**src/rdcal_consts.svh**
```systemverilog
// Constants for the read calibration pattern generator.
`ifndef RDCAL_CONSTS_SVH
`define RDCAL_CONSTS_SVH

// Command codes on the decoded command port.
`define RDCAL_CMD_DESELECT 3'h0
`define RDCAL_CMD_MRW 3'h1
`define RDCAL_CMD_CAL 3'h2
`define RDCAL_CMD_CAS2 3'h3
`define RDCAL_CMD_OTHER 3'h4

// Mode register addresses carried with a mode register write.
`define RDCAL_MR_IO_CONFIG 6'h03
`define RDCAL_MR_READ_LATENCY 6'h02
`define RDCAL_MR_MODE_CONTROL 6'h0d
`define RDCAL_MR_INV_LOW 6'h0f
`define RDCAL_MR_INV_HIGH 6'h14
`define RDCAL_MR_PAT_FIRST 6'h20
`define RDCAL_MR_PAT_SECOND 6'h28

// Reset values.
`define RDCAL_RST_PAT_FIRST 8'h5a
`define RDCAL_RST_PAT_SECOND 8'h3c
`define RDCAL_RST_INV_LOW 8'h55
`define RDCAL_RST_INV_HIGH 8'h55
`define RDCAL_RST_MODE_CONTROL 8'h00
`define RDCAL_RST_IO_CONFIG 8'h00
`define RDCAL_RST_READ_LATENCY 6'h06

// Field positions.
`define RDCAL_DM_DISABLE_BIT 5
`define RDCAL_WR_INV_BIT 7
`define RDCAL_RD_INV_BIT 6

// Burst shape in half clocks of the link; latency line depth in link clocks.
`define RDCAL_PRE_HALVES 2'h2
`define RDCAL_BURST_LAST 4'hf
`define RDCAL_LAT_DEPTH 64

`endif

```
**src/rdcal_pkg.sv**
```systemverilog
// Types shared by the read calibration pattern generator.
`default_nettype none
`include "rdcal_consts.svh"

package rdcal_pkg;

  typedef enum logic [2:0] {
    CMD_DESELECT = `RDCAL_CMD_DESELECT,
    CMD_MRW = `RDCAL_CMD_MRW,
    CMD_CAL = `RDCAL_CMD_CAL,
    CMD_CAS2 = `RDCAL_CMD_CAS2,
    CMD_OTHER = `RDCAL_CMD_OTHER
  } rdcal_cmd_code_type;

  typedef enum logic [1:0] {
    PH_IDLE = 2'h0,
    PH_PRE = 2'h1,
    PH_DATA = 2'h3,
    PH_POST = 2'h2
  } rdcal_phase_type;

  typedef struct packed {
    logic linkClk;
    logic cke;
    rdcal_cmd_code_type code;
    logic [5:0] addr;
    logic [7:0] op;
  } rdcal_cmd_type;

  typedef struct packed {
    logic [15:0] dq;
    logic dqOe;
    logic [1:0] mask;
    logic [1:0] maskOe;
    logic strobe;
    logic strobeOe;
  } rdcal_pins_type;

endpackage

`default_nettype wire

```
**src/rdcal_pattern_gen.sv**
```systemverilog
// Read calibration pattern generator of one memory channel.
// ==============================================================
// Summary of operation
// RULE1 - Calibration command then second cycle sends first byte, then second byte.
// RULE2 - Burst data begins after the programmed read latency.
// RULE3 - Each byte goes out least significant bit first.
// RULE4 - Pattern bytes reset to 5Ah and 3Ch, inversion masks to 55h.
// RULE5 - Data pins with mask bit set carry the inverted pattern.
// RULE6 - Low mask drives data pins 0-7, high mask pins 8-15.
// RULE7 - Mask pins never carry an inverted pattern.
// RULE8 - No read bus inversion is applied during the calibration burst.
// RULE9 - Controller sends the second cycle right after the calibration command.
// RULE10 - Controller drives all second-cycle operand bits low.
// RULE11 - Back to back commands at column spacing give seamless bursts.
// RULE12 - Controller keeps read-to-calibration spacing around array reads.
// RULE13 - Calibration works whatever bank or refresh state, with clock enable high.
// RULE14 - Command-to-data timing equals that of an ordinary read.
// RULE15 - Burst of sixteen beats, toggling preamble, half-clock postamble.
// RULE16 - Mask pins float only with masking and both inversions disabled.
// RULE17 - Pattern and mask registers persist across calibration commands.
`default_nettype none
`include "rdcal_consts.svh"

module rdcal_pattern_gen (
  input wire logic sys_clk,
  input wire logic arst_n,
  input wire rdcal_pkg::rdcal_cmd_type cmdPins,
  output rdcal_pkg::rdcal_pins_type pinsOut,
  output logic calBusy
);

  import rdcal_pkg::*;

  typedef struct packed {
    logic linkClkPrev;
    logic armed;
    logic [7:0] patFirst;
    logic [7:0] patSecond;
    logic [7:0] invLow;
    logic [7:0] invHigh;
    logic [7:0] modeCtrl;
    logic [7:0] ioCfg;
    logic [5:0] readLat;
    logic [`RDCAL_LAT_DEPTH-1:0] latLine;
    rdcal_phase_type phase;
    logic [3:0] beat;
    logic pending;
    logic [15:0] burstPat;
    rdcal_pins_type pins;
    logic busy;
  } rdcal_state_type;

  rdcal_state_type s_reg;
  rdcal_state_type s_next;
  logic rstN;
  rdcal_cmd_type cmdSync;

  // ==============================================================
  // Reset release and pin synchronisers
  rdcal_sync2 #(
    .WIDTH(1)
  ) u_rst_sync (
    .clk(sys_clk),
    .rstN(arst_n),
    .din(1'b1),
    .dout(rstN)
  );

  rdcal_sync2 #(
    .WIDTH($bits(rdcal_cmd_type))
  ) u_cmd_sync (
    .clk(sys_clk),
    .rstN(rstN),
    .din(cmdPins),
    .dout(cmdSync)
  );

  // ==============================================================
  // Next state
  logic rise;
  logic fall;
  logic half;
  logic startNow;
  logic fire;
  logic maskFloat;
  logic beatBit;
  logic [`RDCAL_LAT_DEPTH-1:0] shifted;
  logic [`RDCAL_LAT_DEPTH-1:0] keep;
  logic [5:0] tapIdx;

  always_comb begin
    s_next = s_reg;
    rise = cmdSync.linkClk & ~s_reg.linkClkPrev;
    fall = ~cmdSync.linkClk & s_reg.linkClkPrev;
    half = rise | fall;
    startNow = 1'b0;
    fire = 1'b0;
    shifted = s_reg.latLine;
    tapIdx = (s_reg.readLat == 6'h00) ? 6'h00 : s_reg.readLat - 6'h01;
    // Only positions up to the tap are kept, so a start never fires twice.
    // Raising the latency later therefore cannot revive an old start.
    keep = {`RDCAL_LAT_DEPTH{1'b1}} >> (6'h3f - tapIdx);
    s_next.linkClkPrev = cmdSync.linkClk;

    // Command fields are taken at mid cycle, where the controller holds them steady.
    if (fall) begin
      if (cmdSync.cke) begin // RULE13
        case (cmdSync.code)
          CMD_MRW: begin
            s_next.armed = 1'b0;
            case (cmdSync.addr)
              `RDCAL_MR_PAT_FIRST: s_next.patFirst = cmdSync.op;
              `RDCAL_MR_PAT_SECOND: s_next.patSecond = cmdSync.op;
              `RDCAL_MR_INV_LOW: s_next.invLow = cmdSync.op;
              `RDCAL_MR_INV_HIGH: s_next.invHigh = cmdSync.op;
              `RDCAL_MR_MODE_CONTROL: s_next.modeCtrl = cmdSync.op;
              `RDCAL_MR_IO_CONFIG: s_next.ioCfg = cmdSync.op;
              `RDCAL_MR_READ_LATENCY: s_next.readLat = cmdSync.op[5:0];
              default: s_next.armed = 1'b0;
            endcase
          end
          CMD_CAL: s_next.armed = 1'b1;
          CMD_CAS2: begin
            // A second cycle only starts a burst straight after the calibration command.
            startNow = s_reg.armed && (cmdSync.op == 8'h00); // RULE9 RULE10
            s_next.armed = 1'b0;
          end
          default: s_next.armed = 1'b0;
        endcase
      end else begin
        s_next.armed = 1'b0;
      end
      // The start travels down a line clocked by the link and taps at the read latency.
      // A start that has passed the tap is dropped and no longer holds busy high.
      shifted = {s_reg.latLine[`RDCAL_LAT_DEPTH-2:0], startNow} & keep;
      s_next.latLine = shifted;
      fire = shifted[tapIdx]; // RULE2 RULE14
    end

    // ==============================================================
    // Burst sequencing, one step per half clock of the link
    if (half) begin
      unique case (s_reg.phase)
        PH_IDLE, PH_POST: begin
          if (fire) begin
            s_next.phase = PH_PRE;
            s_next.beat = 4'h0;
          end else begin
            s_next.phase = PH_IDLE;
          end
        end
        PH_PRE: begin
          if (fire) begin
            s_next.pending = 1'b1;
          end
          if (s_reg.beat == {2'h0, `RDCAL_PRE_HALVES} - 4'h1) begin // RULE15
            s_next.phase = PH_DATA;
            s_next.beat = 4'h0;
            s_next.burstPat = {s_reg.patSecond, s_reg.patFirst}; // RULE1 RULE17
          end else begin
            s_next.beat = s_reg.beat + 4'h1;
          end
        end
        PH_DATA: begin
          if (s_reg.beat == `RDCAL_BURST_LAST) begin // RULE15
            if (s_reg.pending || fire) begin
              s_next.beat = 4'h0; // RULE11
              s_next.pending = 1'b0;
              s_next.burstPat = {s_reg.patSecond, s_reg.patFirst};
            end else begin
              s_next.phase = PH_POST;
            end
          end else begin
            s_next.beat = s_reg.beat + 4'h1;
            if (fire) begin
              s_next.pending = 1'b1; // RULE11
            end
          end
        end
      endcase
    end

    // ==============================================================
    // Pin drive derived from the coming phase
    beatBit = s_next.burstPat[s_next.beat]; // RULE3
    maskFloat = s_next.modeCtrl[`RDCAL_DM_DISABLE_BIT] && !s_next.ioCfg[`RDCAL_WR_INV_BIT]
      && !s_next.ioCfg[`RDCAL_RD_INV_BIT];
    s_next.pins.dq = {16{beatBit}} ^ {s_next.invHigh, s_next.invLow}; // RULE5 RULE6
    s_next.pins.mask = {2{beatBit}}; // RULE7 RULE8
    s_next.pins.dqOe = (s_next.phase == PH_DATA);
    s_next.pins.maskOe = {2{(s_next.phase == PH_DATA) && !maskFloat}}; // RULE16
    s_next.pins.strobeOe = (s_next.phase != PH_IDLE);
    s_next.pins.strobe = (s_next.phase != PH_POST) && (s_next.phase != PH_IDLE)
      && !s_next.beat[0]; // RULE15
    // Busy covers a start on its way to the tap, a queued burst and the burst itself.
    s_next.busy = (s_next.phase != PH_IDLE) || (s_next.latLine != '0) || s_next.pending;
  end

  // ==============================================================
  // State register
  always_ff @(posedge sys_clk or negedge rstN) begin
    if (!rstN) begin
      s_reg <= '0;
      s_reg.patFirst <= `RDCAL_RST_PAT_FIRST; // RULE4
      s_reg.patSecond <= `RDCAL_RST_PAT_SECOND; // RULE4
      s_reg.invLow <= `RDCAL_RST_INV_LOW; // RULE4
      s_reg.invHigh <= `RDCAL_RST_INV_HIGH; // RULE4
      s_reg.modeCtrl <= `RDCAL_RST_MODE_CONTROL;
      s_reg.ioCfg <= `RDCAL_RST_IO_CONFIG;
      s_reg.readLat <= `RDCAL_RST_READ_LATENCY;
      s_reg.phase <= PH_IDLE;
    end else begin
      s_reg <= s_next;
    end
  end

  assign pinsOut = s_reg.pins;
  assign calBusy = s_reg.busy;

endmodule

`default_nettype wire

```
**src/rdcal_sync2.sv**
```systemverilog
// Two flip-flop synchroniser for a group of levels.
`default_nettype none

module rdcal_sync2 #(
  parameter int WIDTH = 1
) (
  input wire logic clk,
  input wire logic rstN,
  input wire logic [WIDTH-1:0] din,
  output logic [WIDTH-1:0] dout
);

  typedef struct packed {
    logic [WIDTH-1:0] first;
    logic [WIDTH-1:0] second;
  } rdcal_sync_state_type;

  rdcal_sync_state_type s_reg;
  rdcal_sync_state_type s_next;

  always_comb begin
    s_next.first = din;
    s_next.second = s_reg.first;
  end

  always_ff @(posedge clk or negedge rstN) begin
    if (!rstN) begin
      s_reg <= '0;
    end else begin
      s_reg <= s_next;
    end
  end

  assign dout = s_reg.second;

endmodule

`default_nettype wire

```
**config.mk**
```make
export PLATFORM = sky130hd
export DESIGN_NAME = rdcal_pattern_gen
export DESIGN_NICKNAME = d
export VERILOG_FILES = /design/src/rdcal_pkg.sv /design/src/rdcal_pattern_gen.sv /design/src/rdcal_sync2.sv
export VERILOG_INCLUDE_DIRS = /design/src
export SDC_FILE = /design/constraint.sdc
export NUM_CORES = 1
export LEC_CHECK = 0
export BUFFER_PORTS_ARGS = -buffer_cell sky130_fd_sc_hd__buf_4
export CORE_MARGIN = 4
export CORE_UTILIZATION = 40
export DETAILED_ROUTE_END_ITERATION = 10
export HOLD_SLACK_MARGIN = 0.02
export PLACE_DENSITY_LB_ADDON = 0.1
export SETUP_SLACK_MARGIN = 0.5
export SLEW_MARGIN = 20
export SYNTH_ARGS = -nofsm -noshare
export SYNTH_HDL_FRONTEND = slang
export SYNTH_SLANG_ARGS = --single-unit
export TNS_END_PERCENT = 30
```
**constraint.sdc**
```tcl
create_clock -name sys_clk -period 17.2 [get_ports sys_clk]
set_clock_uncertainty 0.05 [all_clocks]
set_input_delay 1.72 -clock sys_clk [delete_from_list [all_inputs] [get_ports sys_clk]]
set_output_delay 1.72 -clock sys_clk [all_outputs]
set_load 0.05 [all_outputs]
```
# --- Yosys cells after proc, flatten, opt, wreduce, memory -nomap -nowiden ---
# Cells that the tools add are included.
word_totals:
  reg_bits: 205
  in_bits: 21
  out_inout_bits: 24
op_classes:
  add_sub_neg: 3
  magnitude_cmp: 2
  n_eq_ne: 17
  shifts: 1
  n_mux: 33
  n_bitwise: 7
  reduce_logical: 24
ops:
  columns: ["cell", "n"]
  rows:
  - ["102-bit 2-to-1 mux", 1]
  - ["38-bit 2-to-1 mux", 2]
  - ["64-bit bitwise AND", 1]
  - ["64-bit nonzero test", 1]
  - ["64-bit by 6-bit right shift with 64-bit output, first input constant", 1]
  - ["17-bit one-hot mux with 2 select lines", 1]
  - ["16-bit 2-to-1 mux", 2]
  - ["8-bit 2-to-1 mux", 4]
  - ["23-bit 2-to-1 mux", 1]
  - ["21-bit 2-to-1 mux", 1]
  - ["4-bit AND reduction", 5]
  - ["6-bit one-hot mux with 3 select lines", 1]
  - ["16-bit bitwise XOR", 1]
  - ["6-bit by 2-bit == test with 1-bit output, second input constant", 2]
  - ["6-bit by 4-bit == test with 1-bit output, second input constant", 2]
  - ["6-bit == test, second input constant", 2]
  - ["6-bit 2-to-1 mux", 2]
  - ["1-bit 2-to-1 mux", 10]
  - ["8-bit zero test", 1]
  - ["4-bit 2-to-1 mux", 2]
  - ["6-bit by 7-bit less-than comparator with 1-bit output, second input constant", 1]
  - ["1-bit binary-select mux with 6-bit select", 1]
  - ["2-bit == test, second input constant", 3]
  - ["3-bit by 2-bit == test with 1-bit output, second input constant", 2]
  - ["other kinds (23)", 37]

# --- Longest topological paths before layout ---
# Gate-level depths: netlist of run 1.
depth:
  depth_word: 17
  mapped_depth: 22

# --- By module ---
# Synthesis of run 1 repeated with hierarchy kept, for this count alone.
unflattened:
  cells_unflattened: 940
  hier_area_um2: 9614.2
modules_own_cells:
  columns: ["mod", "n_inst", "cells_per_inst", "area_per_inst_um2", "seq_area_each_um2"]
  rows:
  - ["rdcal_pattern_gen", 1, 900, 8613.3, 3826.2]
  - ["rdcal_sync2 (u_cmd_sync)", 1, 38, 950.9, 950.9]
  - ["rdcal_sync2 (u_rst_sync)", 1, 2, 50.0, 50.0]

# --- Worst setup path before layout of run 1 ---
# Ideal clock, no wire load.
synth_timing:
  path_kind: "reg2reg"
  from: "register s_reg[111] in the netlist's numbering"
  to: "register s_reg (netlist bit pinsOut[12])"
  setup_time_ns: 0.080
  arrival_time_ns: 4.695
  path_slack_ns: 12.375
  path_stages_with_launch: 21
  path_cell_list: "dfrtp_1 > buf_2 > buf_2 > clkinv_1 > ha_1 > nor3_1 > a21oi_1 > nor2_1 > o2bb2a_4 > a221o_1 > nor4_4 > o32ai_2 > a22oi_1 > and2_1 > buf_2 > mux2_2 > o221a_1 > a221oi_2 > buf_4 > buf_12 > xnor2_1"
synth_lines:
  columns: ["element", "line_no", "source"]
  rows:
  - ["start, declared", "rdcal_pattern_gen.sv:53", "rdcal_state_type s_reg;"]
  - ["start signal, assigned", "rdcal_pattern_gen.sv:213", "s_reg <= s_next;"]

==> impl_results.md, run 1 <==
* CTS Buf Count at 17
* Largest net degree at the start of global routing at 77
* EDFF count, synth at 0
* Vias per Instance at 6.07
* RSZ-0062 raised after global routing: no
* Post-CTS resize count at 0
* Final WL at 32,800 um
* Layout area overhead at 10.9%
* Vias in the first global route at 8,089
* Status: finished, final reports clean
* Synth warn at 0
* Pre-antenna DRT Iters at 6
* Sequential Area at 4830 um^2
* GRT overflow at 0
* Critical path required time at 17.47 ns
* Final Critical Period at 6.13 ns
* Post-route insts no fill at 1,367
* Ports at 45
* Synth top area share at 42.6%
* Post-synthesis cell type count at 90
* Most frequent cells in the layout: 173 x dfrtp_1, 71 x o21ai_0, 70 x nand2_1
* # hold bufs at CTS at 0
* Fin nets at 1,050
* Synth area leader: dfrtp_1
* Layout fillers at 2,417
* Initial antenna violation count at 0
* Synthesized instance count at 1,026
* Port bufs at 44
* Share of layout cells above drive strength 1 at 18.8%
* Clk slew on worst S/H paths at 0.09 ns
* First-pass GRT wire length at 50,700 um
* Synth async-reset ratio at 100%
* Worst Setup End Kind: register
* Drt drc at 0
* Placed Area at 10,700 um^2
* Placer congestion estimate at 0.973
* Dominant synthesized flop cell: dfrtp_1
* Post-route ant nets at 0
* Power per cell area at 104 nW/um^2
* Top area cells in the synthesized netlist: dfrtp_1 43%, mux2_2 5.2%, dfstp_2 4.6%
* Max Slew Vio Count at 0
* Clk Latency, worst-skew pair at 0.45 ns
* # placed instances at 1,334
* Mean Syn Cell Area at 9.96 um^2
* CTS tree: done
* Detailed Place HPWL at 23,400 um
* Fin. Hold Viols at 0
* Hold WS at 0.277 ns
* Setup TNS at 0 ns
* Die width at 168 um
* Relative slew slack at 32.2%
* Fin area at 11,300 um^2
* CP Class: reg2reg
* Max Clock Freq at 0.163 GHz
* Leakage power at 4.69 nW
* H-tree levels at 4
* Initial core utilization at 40.6%
* Mapped Nets at 1,052
* Post CTS Setup Buffer Count at 0
* Post-synthesis sequential area ratio at 47.2%
* CORE AREA at 25,200 um^2
* CP Launch Type: register
* CP arrival at 6.40 ns
* Row cnt at 58
* Area of the multi-input gates at 4760 um^2
* Sink Count at 192
* Final worst path period share at 35.6%
* HP Class: reg2async
* Synth Cell Area at 10,200 um^2
* Root Buffer: clkbuf_16
* Avg WL per Cell at 24.0 um
* Max FFs per register at 130
* Final setup fails at 0
* Synthesis-stage register bit count at 192
* Die Y at 168 um
* Initial drt markers at 1,070
* Die area at 28,200 um^2
* Origin of the critical flop-to-flop path: s_reg[111]$_DFFE_PN0P_
* Global Route Usage Sum at 23.3%
* Worst-case clock buffer depth at 2
* Peak supply drop at 0.0873 mV
* DR vias at 8,302
* Diodes inserted at 0
* Worst Tran Pin Value at 1.01 ns
* Commonest non-fill, non-tap cell in the layout: dfrtp_1
* Critical Path Source: s_reg[111]$_DFFE_PN0P_
* Crit-path max FO at 26
* Max cap viols at 0
[metrics by stage]
stage	utilization, %	total power [mW]	setup slack, ns
detailed placement	42.3	0.748	11.14
floorplan	-	0.704	11.44
CTS	44.9	1.19	11.09
global route	45.0	1.23	10.66
global placement	42.3	0.747	11.19
finish	45.0	1.18	11.07
[final timing paths]
path | cells after the start | slack (ns) | endpoint
min in group sys_clk | 0 | 0.30 | u_cmd_sync.dout[6]$_DFF_PN0_
worst min register to register | 0 | 0.28 | s_reg[97]$_DFF_PN0_
worst max-delay path | 16 | 11.07 | pinsOut[20]$_DFF_PN0_
max in group asynchronous | 3 | 14.69 | s_reg[24]$_DFF_PN0_
worst max register to register | 16 | 11.07 | pinsOut[20]$_DFF_PN0_
worst min-delay path | 0 | 0.28 | s_reg[97]$_DFF_PN0_
[critical path, cell delays in order, from the launching register on]
cell and delay, ns:
dfrtp_1 0.39, clkinv_1 0.22, ha_1 0.51, nor3b_2 0.36
nand3_1 0.23, nand2_1 0.75, a31oi_1 0.37, o211a_1 0.30
nor4_1 0.42, o32ai_2 0.20, a32oi_4 0.62, nand3_1 0.25
a221o_1 0.38, a311oi_1 0.42, a221oi_4 0.11, buf_4 0.25
xnor2_1 0.16
[Yosys cell counts (all sizes together), types with 5 or more instances]
library cell,number
dfrtp,174
o21ai,78
nand2,72
nor2,62
inv,55
mux2,47
a21oi,45
buf,43
clkbuf,37
nand3,29
o211ai,22
nor4,20
o22ai,19
xnor2,19
dfstp,18
nor3,17
a211oi,16
and2,15
mux2i,14
a31oi,13
or2,13
and3,12
nand4,12
a22oi,11
nor3b,11
o2111ai,11
o2bb2ai,11
a221oi,10
o31ai,9
a32o,8
o21bai,8
a32oi,7
or3,7
a21o,6
a221o,5
ha,5
o311ai,5
[final cells by class]
type / count / area share, %
Inverter: 57 / 1.89
Clock buffer: 17 / 3.75
Tap cell: 330 / 3.64
Sequential cell: 192 / 42.6
Timing Repair Buffer: 59 / 4.02
Multi-Input combinational cell: 697 / 42.0
Clock inverter: 15 / 2.13
[cells by family (layout without fill, tap and decap cells)]
| group | count (synthesis) | after routing | share of synthesized area (%) |
|---|---|---|---|
| AOI/OAI and AO/OA | 315 | 315 | 22.1 |
| and+or+nand+nor | 294 | 294 | 15.3 |
| DFF | 192 | 192 | 47.2 |
| buffers and inverters | 137 | 148 | 6.42 |
| muxes | 61 | 61 | 6.55 |
| xor gates and xnor gates | 21 | 21 | 1.80 |
| adders and majority gates | 5 | 5 | 0.612 |
| other | 1 | 1 | 0.0367 |
[power breakdown]
part,internal [mW],total (mW),switching [mW]
registers,0.480,0.503,0.0223
clock network,0.210,0.438,0.229
logic,0.0728,0.236,0.164
[routing by layer]
layer	track usage [%]	wire, um	up-vias	share of wire, %
li1	-	-	3787	-
met5	0	0	-	0
met3	5.75	2750	46	8.4
met1	34.4	15100	4114	46
met2	34.3	14300	355	43
met4	6.53	704	0	2.1
(Power assumes the default switching activity.)
==> inputs of run 2 (changes only) <==
--- a/config.mk
+++ b/config.mk
@@ -6,6 +6,7 @@
 export SDC_FILE = /design/constraint.sdc
 export NUM_CORES = 1
 export LEC_CHECK = 0
+export ABC_AREA = 1
 export BUFFER_PORTS_ARGS = -buffer_cell sky130_fd_sc_hd__buf_4
 export CORE_MARGIN = 4
 export CORE_UTILIZATION = 40
==> constraint.sdc (replaced) <==
create_clock -name sys_clk -period 6.4 [get_ports sys_clk]
set_clock_uncertainty 0.05 [all_clocks]
set_input_delay 0.64 -clock sys_clk [delete_from_list [all_inputs] [get_ports sys_clk]]
set_output_delay 0.64 -clock sys_clk [all_outputs]
set_load 0.05 [all_outputs]
==> run 2 against run 1 <==
  * Power rose to 3.3 times the previous value
  * Design area fell by 3.1%
  * Synthesized cell count rose by 27%
  * Sequential power rose to 2.9 times the previous value
  * Setup slack got worse by 10 ns
  * Largest cell class unchanged
==> impl_results.md, run 2 <==
* Status: finished, final reports clean
* CTS Buf Count at 17 (unchanged)
* Final worst path period share at 84.3% (+49 points)
* Largest net degree at the start of global routing at 119 (+55%)
* Worst R2R Setup Slack at 1.00 ns (-10.07 ns)
* GRT overflow at 0 (unchanged)
* Vias in the first global route at 8,078 (-0.14%)
* Row cnt at 57 (-1.7%)
* Post-synthesis sequential area ratio at 48.5% (+1.3 points)
* Synth top area share at 43.8% (+1.1 points)
* Post-route insts no fill at 1,636 (+20%)
* Setup TNS at 0 ns (unchanged)
* Post-route ant nets at 0 (unchanged)
* RSZ-0062 raised after global routing: no
* Hold path cells at 1
* Mapped Nets at 1,331 (+27%)
* Post CTS Setup Buffer Count at 0 (unchanged)
* Final WL at 25,900 um (-21%)
* Placer congestion estimate at 0.913 (-6.3%)
* Crit-path slowest cell: dfrtp_1
* Post-synth top cells: 394 x nand2_1, 174 x dfrtp_1, 154 x nand3_1, 144 x inv_1, 117 x o21ai_0
* Worst Path Buf+Inv at 4 (+2)
* DR vias at 8,434 (+1.6%)
* Worst-case clock buffer depth at 2 (unchanged)
* H-tree levels at 4 (unchanged)
* Clk Latency, worst-skew pair at 0.44 ns (about the same)
* Max Clock Freq at 0.185 GHz (+14%)
* Dominant synthesized flop cell: dfrtp_1
* First-pass GRT wire length at 43,100 um (-15%)
* Avg WL per Cell at 15.8 um (-34%)
* Sw Ratio at 40.0% (+4.8 points)
* Synth area leader: dfrtp_1
* Pre-antenna DRT Iters at 6 (unchanged)
* Crit-path leading delay family: simple AND/OR/NAND/NOR gates
* HP Class: in2reg
* Synthesized instance count at 1,305 (+27%)
* Global Route Usage Sum at 18.9% (-4.5 points)
* Top-count cell post-synth: nand2_1
* Net switching power at 1.55 mW (+270%)
* EDFF count, synth at 0 (unchanged)
* Hold Path Origin: cmdPins[0]
* Critical-path cell list: inv_2, ha_1, nand3_2, nand3_2, buf_4, a21boi_1, o21ai_0, inv_1, nand2_1, nand2_1, nand3_1, nand3_2, nand3_4, nand2_4, nand2_4, o21ai_1, nand2_1, a22oi_1, inv_1, nand3_1, nand3_2, nand2_4, nand2_1, nand2_1
* CTS tree: done
* Root Buffer: clkbuf_16
* Fin. Hold Viols at 0 (unchanged)
* Detailed Place HPWL at 17,900 um (-24%)
* Fin nets at 1,325 (+26%)
* CP Launch Type: register
* Critical path required time at 6.73 ns (-10.74 ns)
* RR Endpoint: pinsOut[20]$_DFF_PN0_
* Sequential share of power at 37.3% (-5.4 points)
* Relative slew slack at 38.5% (+6.3 points)
* Mean Syn Cell Area at 7.63 um^2 (-23%)
* Crit-path max FO at 28 (+7.7%)
* Origin of the critical flop-to-flop path: s_reg[111]$_DFFE_PN0P_
* Synth async-reset ratio at 100% (unchanged)
* Max Slew Vio Count at 0 (unchanged)
* Diodes inserted at 0 (unchanged)
* CP most frequent cell: nand2_1
* Post-synthesis cell type count at 40 (-56%)
* Die Y at 166 um (-1.3%)
* Die width at 166 um (-1.3%)
* Clk slew on worst S/H paths at 0.08 ns (about the same)
* Largest stage delay, worst path at 0.48 ns (-0.27 ns)
* Synth warn at 0 (unchanged)
* Worst Setup End Kind: register
* Drt drc at 0 (unchanged)
* Synth Cell Area at 9950 um^2 (-2.6%)
* Worst reg2reg path depth at 24 (+8)
* Power per cell area at 353 nW/um^2 (+240%)
* Internal power at 2.33 mW (+210%)
* CORE AREA at 24,400 um^2 (-3.1%)
* Hold Crit Endpoint: u_cmd_sync.s_next[0]$_DFF_PN0_
* Die area at 27,500 um^2 (-2.5%)
* Sink Count at 192 (unchanged)
* Top area cells in the synthesized netlist: dfrtp_1 44%, nand2_1 15%, nand3_1 7.7%
* Final Critical Period at 5.40 ns (-0.735 ns)
* Commonest non-fill, non-tap cell in the layout: nand2_1
* Vias per Instance at 5.16 (-15%)
* Share of layout cells above drive strength 1 at 10.3% (-8.5 points)
* Initial drt markers at 718 (-33%)
* Peak supply drop at 0.200 mV (+130%)
* Most frequent cells in the layout: 393 x nand2_1, 173 x dfrtp_1, 152 x nand3_1
* Leakage power at 5.70 nW (+22%)
* Max FFs per register at 130 (unchanged)
* Initial antenna violation count at 0 (unchanged)
* Layout area overhead at 10.4%
* CP Class: reg2reg
* Initial core utilization at 40.8% (+0.22 points)
* # placed instances at 1,603 (+20%)
* Port bufs at 44 (unchanged)
* Ports at 45 (unchanged)
* Clock share of power at 30.1% (-7.1 points)
* Combinational share of power at 32.6% (+13 points)
* Worst Tran Pin Value at 0.922 ns (-0.0858 ns)
* Final setup fails at 0 (unchanged)
* Synthesis-stage register bit count at 192 (unchanged)
* CP arrival at 5.73 ns (-0.67 ns)
* Max cap viols at 0 (unchanged)
==> run 2: metal layers <==
layer	GRT usage, %	part of all wire, %	vias up
met1	29.0	50	3974
li1	-	-	4156
met2	27.6	43	272
met5	0	0	-
met3	2.90	5.6	32
met4	5.38	1.5	0
==> run 2: power by group through the flow <==
stage | registers (mW) | logic (mW) | clock network, mW
2_1_floorplan | 1.46 | 1.05 | 0
3_3_place_gp | 1.47 | 1.25 | 0
3_5_place_dp | 1.47 | 1.26 | 0
4_1_cts | 1.45 | 1.26 | 1.20
5_1_grt | 1.47 | 1.41 | 1.25
6_report | 1.45 | 1.27 | 1.17
==> run 2: what timing repair did <==
action	in CTS	in global routing
hold buffers	1	0
gates resized for setup	0	4
endpoints found under the setup margin	0	17
hold endpoints to repair	2	0
==> run 2: worst max-delay path by stage <==
stage	start	end	slack, ns	depth (start not counted)
finish	s_reg[111]$_DFFE_PN0P_	pinsOut[20]$_DFF_PN0_	1.00	24
global route	s_reg[111]$_DFFE_PN0P_	pinsOut[13]$_DFF_PN0_	0.54	27
CTS	s_reg[111]$_DFFE_PN0P_	pinsOut[19]$_DFF_PN0_	0.91	25
detailed placement	s_reg[111]$_DFFE_PN0P_	pinsOut[20]$_DFF_PN0_	0.90	25
global placement	s_reg[111]$_DFFE_PN0P_	pinsOut[8]$_DFF_PN0_	1.07	25
floorplan	u_rst_sync.dout$_DFF_PN0_	calBusy$_DFF_PN0_	0.64	0
==> run 2: logic make-up (layout without fill, tap and decap cells) <==
kind of cell	after synthesis	in the layout	share of synthesized area (%)
fa+ha+maj	5	5	0.629
xor+xnor	2	2	0.176
simple gates	706	706	31.3
compound gates	170	170	8.90
other cells	1	1	0.0377
flops	192	192	48.5
buf+inv	228	235	10.3
mux	1	1	0.101
==> run 2: metrics by stage <==
| step | power (mW) | setup slack, ns | hold slack (ns) | utilization, % | cell area (um^2) |
|---|---|---|---|---|---|
| 3_3_place_gp | 2.72 | 1.07 | 0.283 | 42.2 | 10300 |
| 2_1_floorplan | 2.52 | 0.635 | 0.281 | - | 9950 |
| 5_1_grt | 4.14 | 0.542 | 0.230 | 45.0 | 11000 |
| 4_1_cts | 3.92 | 0.911 | 0.229 | 44.9 | 11000 |
| 6_report | 3.88 | 1.00 | 0.252 | 45.0 | 11000 |
| 3_5_place_dp | 2.73 | 0.902 | 0.285 | 42.2 | 10300 |
==> run 2: layout make-up <==
class	count	area [um^2]
multi-input cells	885	4130
fillers	2500	13400
flip-flops and latches	192	4830
clock buffers	17	425
inverters	152	571
repair buffers	51	398
clock inverters	15	231
well taps	324	405
==> run 2: worst reg2reg max path: cells and delay by family (launching register included) <==
kind / cells / cell delay [ns]
AOI/OAI and AO/OA: 4 / 0.86
adders and majority gates: 1 / 0.29
buffers and inverters: 4 / 0.89
DFF: 1 / 0.48
and+or+nand+nor: 15 / 2.78
==> inputs of run 3 (changes only) <==
==> constraint.sdc (replaced) <==
create_clock -name sys_clk -period 4.37 [get_ports sys_clk]
set_clock_uncertainty 0.05 [all_clocks]
set_input_delay 0.437 -clock sys_clk [delete_from_list [all_inputs] [get_ports sys_clk]]
set_output_delay 0.437 -clock sys_clk [all_outputs]
set_load 0.05 [all_outputs]
==> run 3 against run 2 <==
  * Cell count up 3.4%
  * Sequential power is 46% higher
  * Maximum frequency up 36%
  * Critical endpoint is now pinsOut[18]$_DFF_PN0_
  * Largest power group is now combinational cells
==> impl_results.md, run 3 (synthesized netlist as in run 2, its figures left out) <==
* CP arrival at 4.27 ns (-1.46 ns)
* Fin area at 12,000 um^2 (+9.0%)
* Commonest non-fill, non-tap cell in the layout: nand2_1
* Worst reg2reg path depth at 31 (+29%)
* Layout fillers at 2,434 (-2.6%)
* Worst Setup EP: pinsOut[18]$_DFF_PN0_
* Ports at 45 (unchanged)
* Clock share of power at 27.8% (-2.3 points)
* Die area at 27,500 um^2 (unchanged)
* Final setup fails at 0 (unchanged)
* Pre-antenna DRT Iters at 6 (unchanged)
* Avg WL per Cell at 16.3 um (+3.0%)
* Largest net degree at the start of global routing at 68 (-43%)
* CTS Buf Count at 17 (unchanged)
* Max Slew Vio Count at 0 (unchanged)
* Row cnt at 57 (unchanged)
* Placed Area at 10,500 um^2 (+2.3%)
* DR vias at 8,675 (+2.9%)
* Clk Latency, worst-skew pair at 0.44 ns (about the same)
* Port bufs at 44 (unchanged)
* Final worst path period share at 91.0% (+6.7 points)
* Most frequent cells in the layout: 368 x nand2_1, 173 x dfrtp_1, 137 x inv_1
* Leakage power at 6.10 nW (+7.0%)
* CP Launch Type: register
* Initial drt markers at 788 (+9.7%)
* Max cap viols at 0 (unchanged)
* Worst R2R Setup Slack at 0.39 ns (-0.61 ns)
* Critical path required time at 4.66 ns (-2.07 ns)
* Relative slew slack at 33.5% (-5.0 points)
* Max FFs per register at 130 (unchanged)
* Internal power at 3.59 mW (+54%)
* Placer congestion estimate at 0.918 (+0.57%)
* Critical Path Source: s_reg[112]$_DFFE_PN1P_
* Global Route Usage Sum at 19.8% (+0.88 points)
* H-tree levels at 4 (unchanged)
* Layout area overhead at 20.3%
* Root Buffer: clkbuf_16
* Diodes inserted at 0 (unchanged)
* RR Endpoint: pinsOut[18]$_DFF_PN0_
* Share of layout cells above drive strength 1 at 19.7% (+9.4 points)
* Sequential share of power at 34.9% (-2.4 points)
* Max Clock Freq at 0.251 GHz (+36%)
* Vias in the first global route at 8,211 (+1.6%)
* Status: finished, final reports clean
* Sw Ratio at 41.0% (+0.96 points)
* Detailed Place HPWL at 18,600 um (+4.3%)
* Worst Setup End Kind: register
* Post-route ant nets at 0 (unchanged)
* Die Y at 166 um (unchanged)
* Crit-path max FO at 8 (-71%)
* Drt drc at 0 (unchanged)
* Origin of the critical flop-to-flop path: s_reg[112]$_DFFE_PN1P_
* Sink Count at 192 (unchanged)
* Net switching power at 2.49 mW (+60%)
* Clk slew on worst S/H paths at 0.09 ns (about the same)
* CORE AREA at 24,400 um^2 (unchanged)
* First-pass GRT wire length at 44,500 um (+3.2%)
* Initial core utilization at 40.8% (unchanged)
* # placed instances at 1,633 (+1.9%)
* Largest stage delay, worst path at 0.58 ns (+0.10 ns)
* Peak supply drop at 0.324 mV (+62%)
* Area of the multi-input gates at 4610 um^2 (+12%)
* Power per cell area at 508 nW/um^2 (+44%)
* RSZ-0062 raised after global routing: yes
* Final WL at 27,500 um (+6.4%)
* Worst Tran Pin Value at 0.997 ns (+0.0742 ns)
* CTS tree: done
* Worst-case clock buffer depth at 2 (unchanged)
* Combinational share of power at 37.3% (+4.7 points)
* Crit-path slowest cell: dfstp_2
* Final Critical Period at 3.98 ns (-1.42 ns)
* Fin. Hold Viols at 0 (unchanged)
* Post-route insts no fill at 1,691 (+3.4%)
* CP most frequent cell: nand3_2
* Die width at 166 um (unchanged)
* Initial antenna violation count at 0 (unchanged)
* HP Class: in2reg
* Vias per Instance at 5.13 (-0.49%)
* Sequential Area at 4830 um^2 (unchanged)
* Fin nets at 1,380 (+4.2%)
* GRT overflow at 0 (unchanged)
* CP Class: reg2reg
[run 3: area by class of cell]
type,count,area share (%)
clock buffer,17,3.55
clock inverter,15,1.86
inverter,152,4.89
multi-input combinational,888,38.5
sequential,192,40.4
tap,324,3.39
timing repair buffer,103,7.46
[run 3: power by group through the flow]
stage               registers, mW  logic, mW  clock network [mW]
global placement             2.16       1.93                   0
CTS                          2.13       2.05                1.73
floorplan                    2.14       1.54                   0
global route                 2.15       2.49                1.80
detailed placement           2.16       1.94                   0
finish                       2.12       2.27                1.69
[run 3: worst min-delay path by stage]
| stage | from | to | slack (ns) | cells after the start |
|---|---|---|---|---|
| CTS | cmdPins[0] | u_cmd_sync.s_next[0]$_DFF_PN0_ | 0.02 | 1 |
| global route | cmdPins[0] | u_cmd_sync.s_next[0]$_DFF_PN0_ | 0.02 | 1 |
| detailed placement | arst_n | u_rst_sync.s_next[0]$_DFF_PN0_ | 0.17 | 1 |
| global placement | arst_n | u_rst_sync.s_next[0]$_DFF_PN0_ | 0.17 | 1 |
| finish | cmdPins[0] | u_cmd_sync.s_next[0]$_DFF_PN0_ | 0.04 | 1 |
| floorplan | arst_n | u_rst_sync.dout$_DFF_PN0_ | 0.09 | 0 |
[run 3: repair_timing]
| item | in CTS | in global routing |
|---|---|---|
| gates cloned | 3 | 3 |
| gates resized for setup | 42 | 96 |
| buffers inserted | 7 | 12 |
| endpoints found under the setup margin | 17 | 18 |
| pin swaps | 6 | 40 |
| hold endpoints to repair | 2 | 0 |
| hold buffers | 1 | 0 |
[run 3: metal layers]
| layer | part of all wire [%] | up-vias | global-route usage, % | routed length, um |
|---|---|---|---|---|
| met5 | 0 | - | 0 | 0 |
| met4 | 1.3 | 0 | 4.59 | 350 |
| met3 | 6.1 | 32 | 3.62 | 1670 |
| met2 | 44 | 254 | 29.0 | 12000 |
| met1 | 49 | 4100 | 30.4 | 13500 |
| li1 | - | 4289 | - | - |
[run 3: critical path, delay by kind of cell, from the launching register on]
kind	cells	cell delay [ns]
buf+inv	6	0.84
flops	1	0.58
compound gates	2	0.18
fa+ha+maj	1	0.17
simple gates	22	2.01
[run 3: metrics by stage]
step           TNS, ns  hold slack (ns)  power, mW  utilization [%]  setup WS [ns]
2_1_floorplan        0           0.0914       3.68                -          0.461
3_3_place_gp     -1.48            0.170       4.10             43.2         -0.100
3_5_place_dp   -0.0654            0.171       4.10             43.2        -0.0189
4_1_cts              0           0.0222       5.91             46.9          0.433
5_1_grt              0           0.0208       6.45             49.1          0.158
6_report             0           0.0424       6.08             49.1          0.393
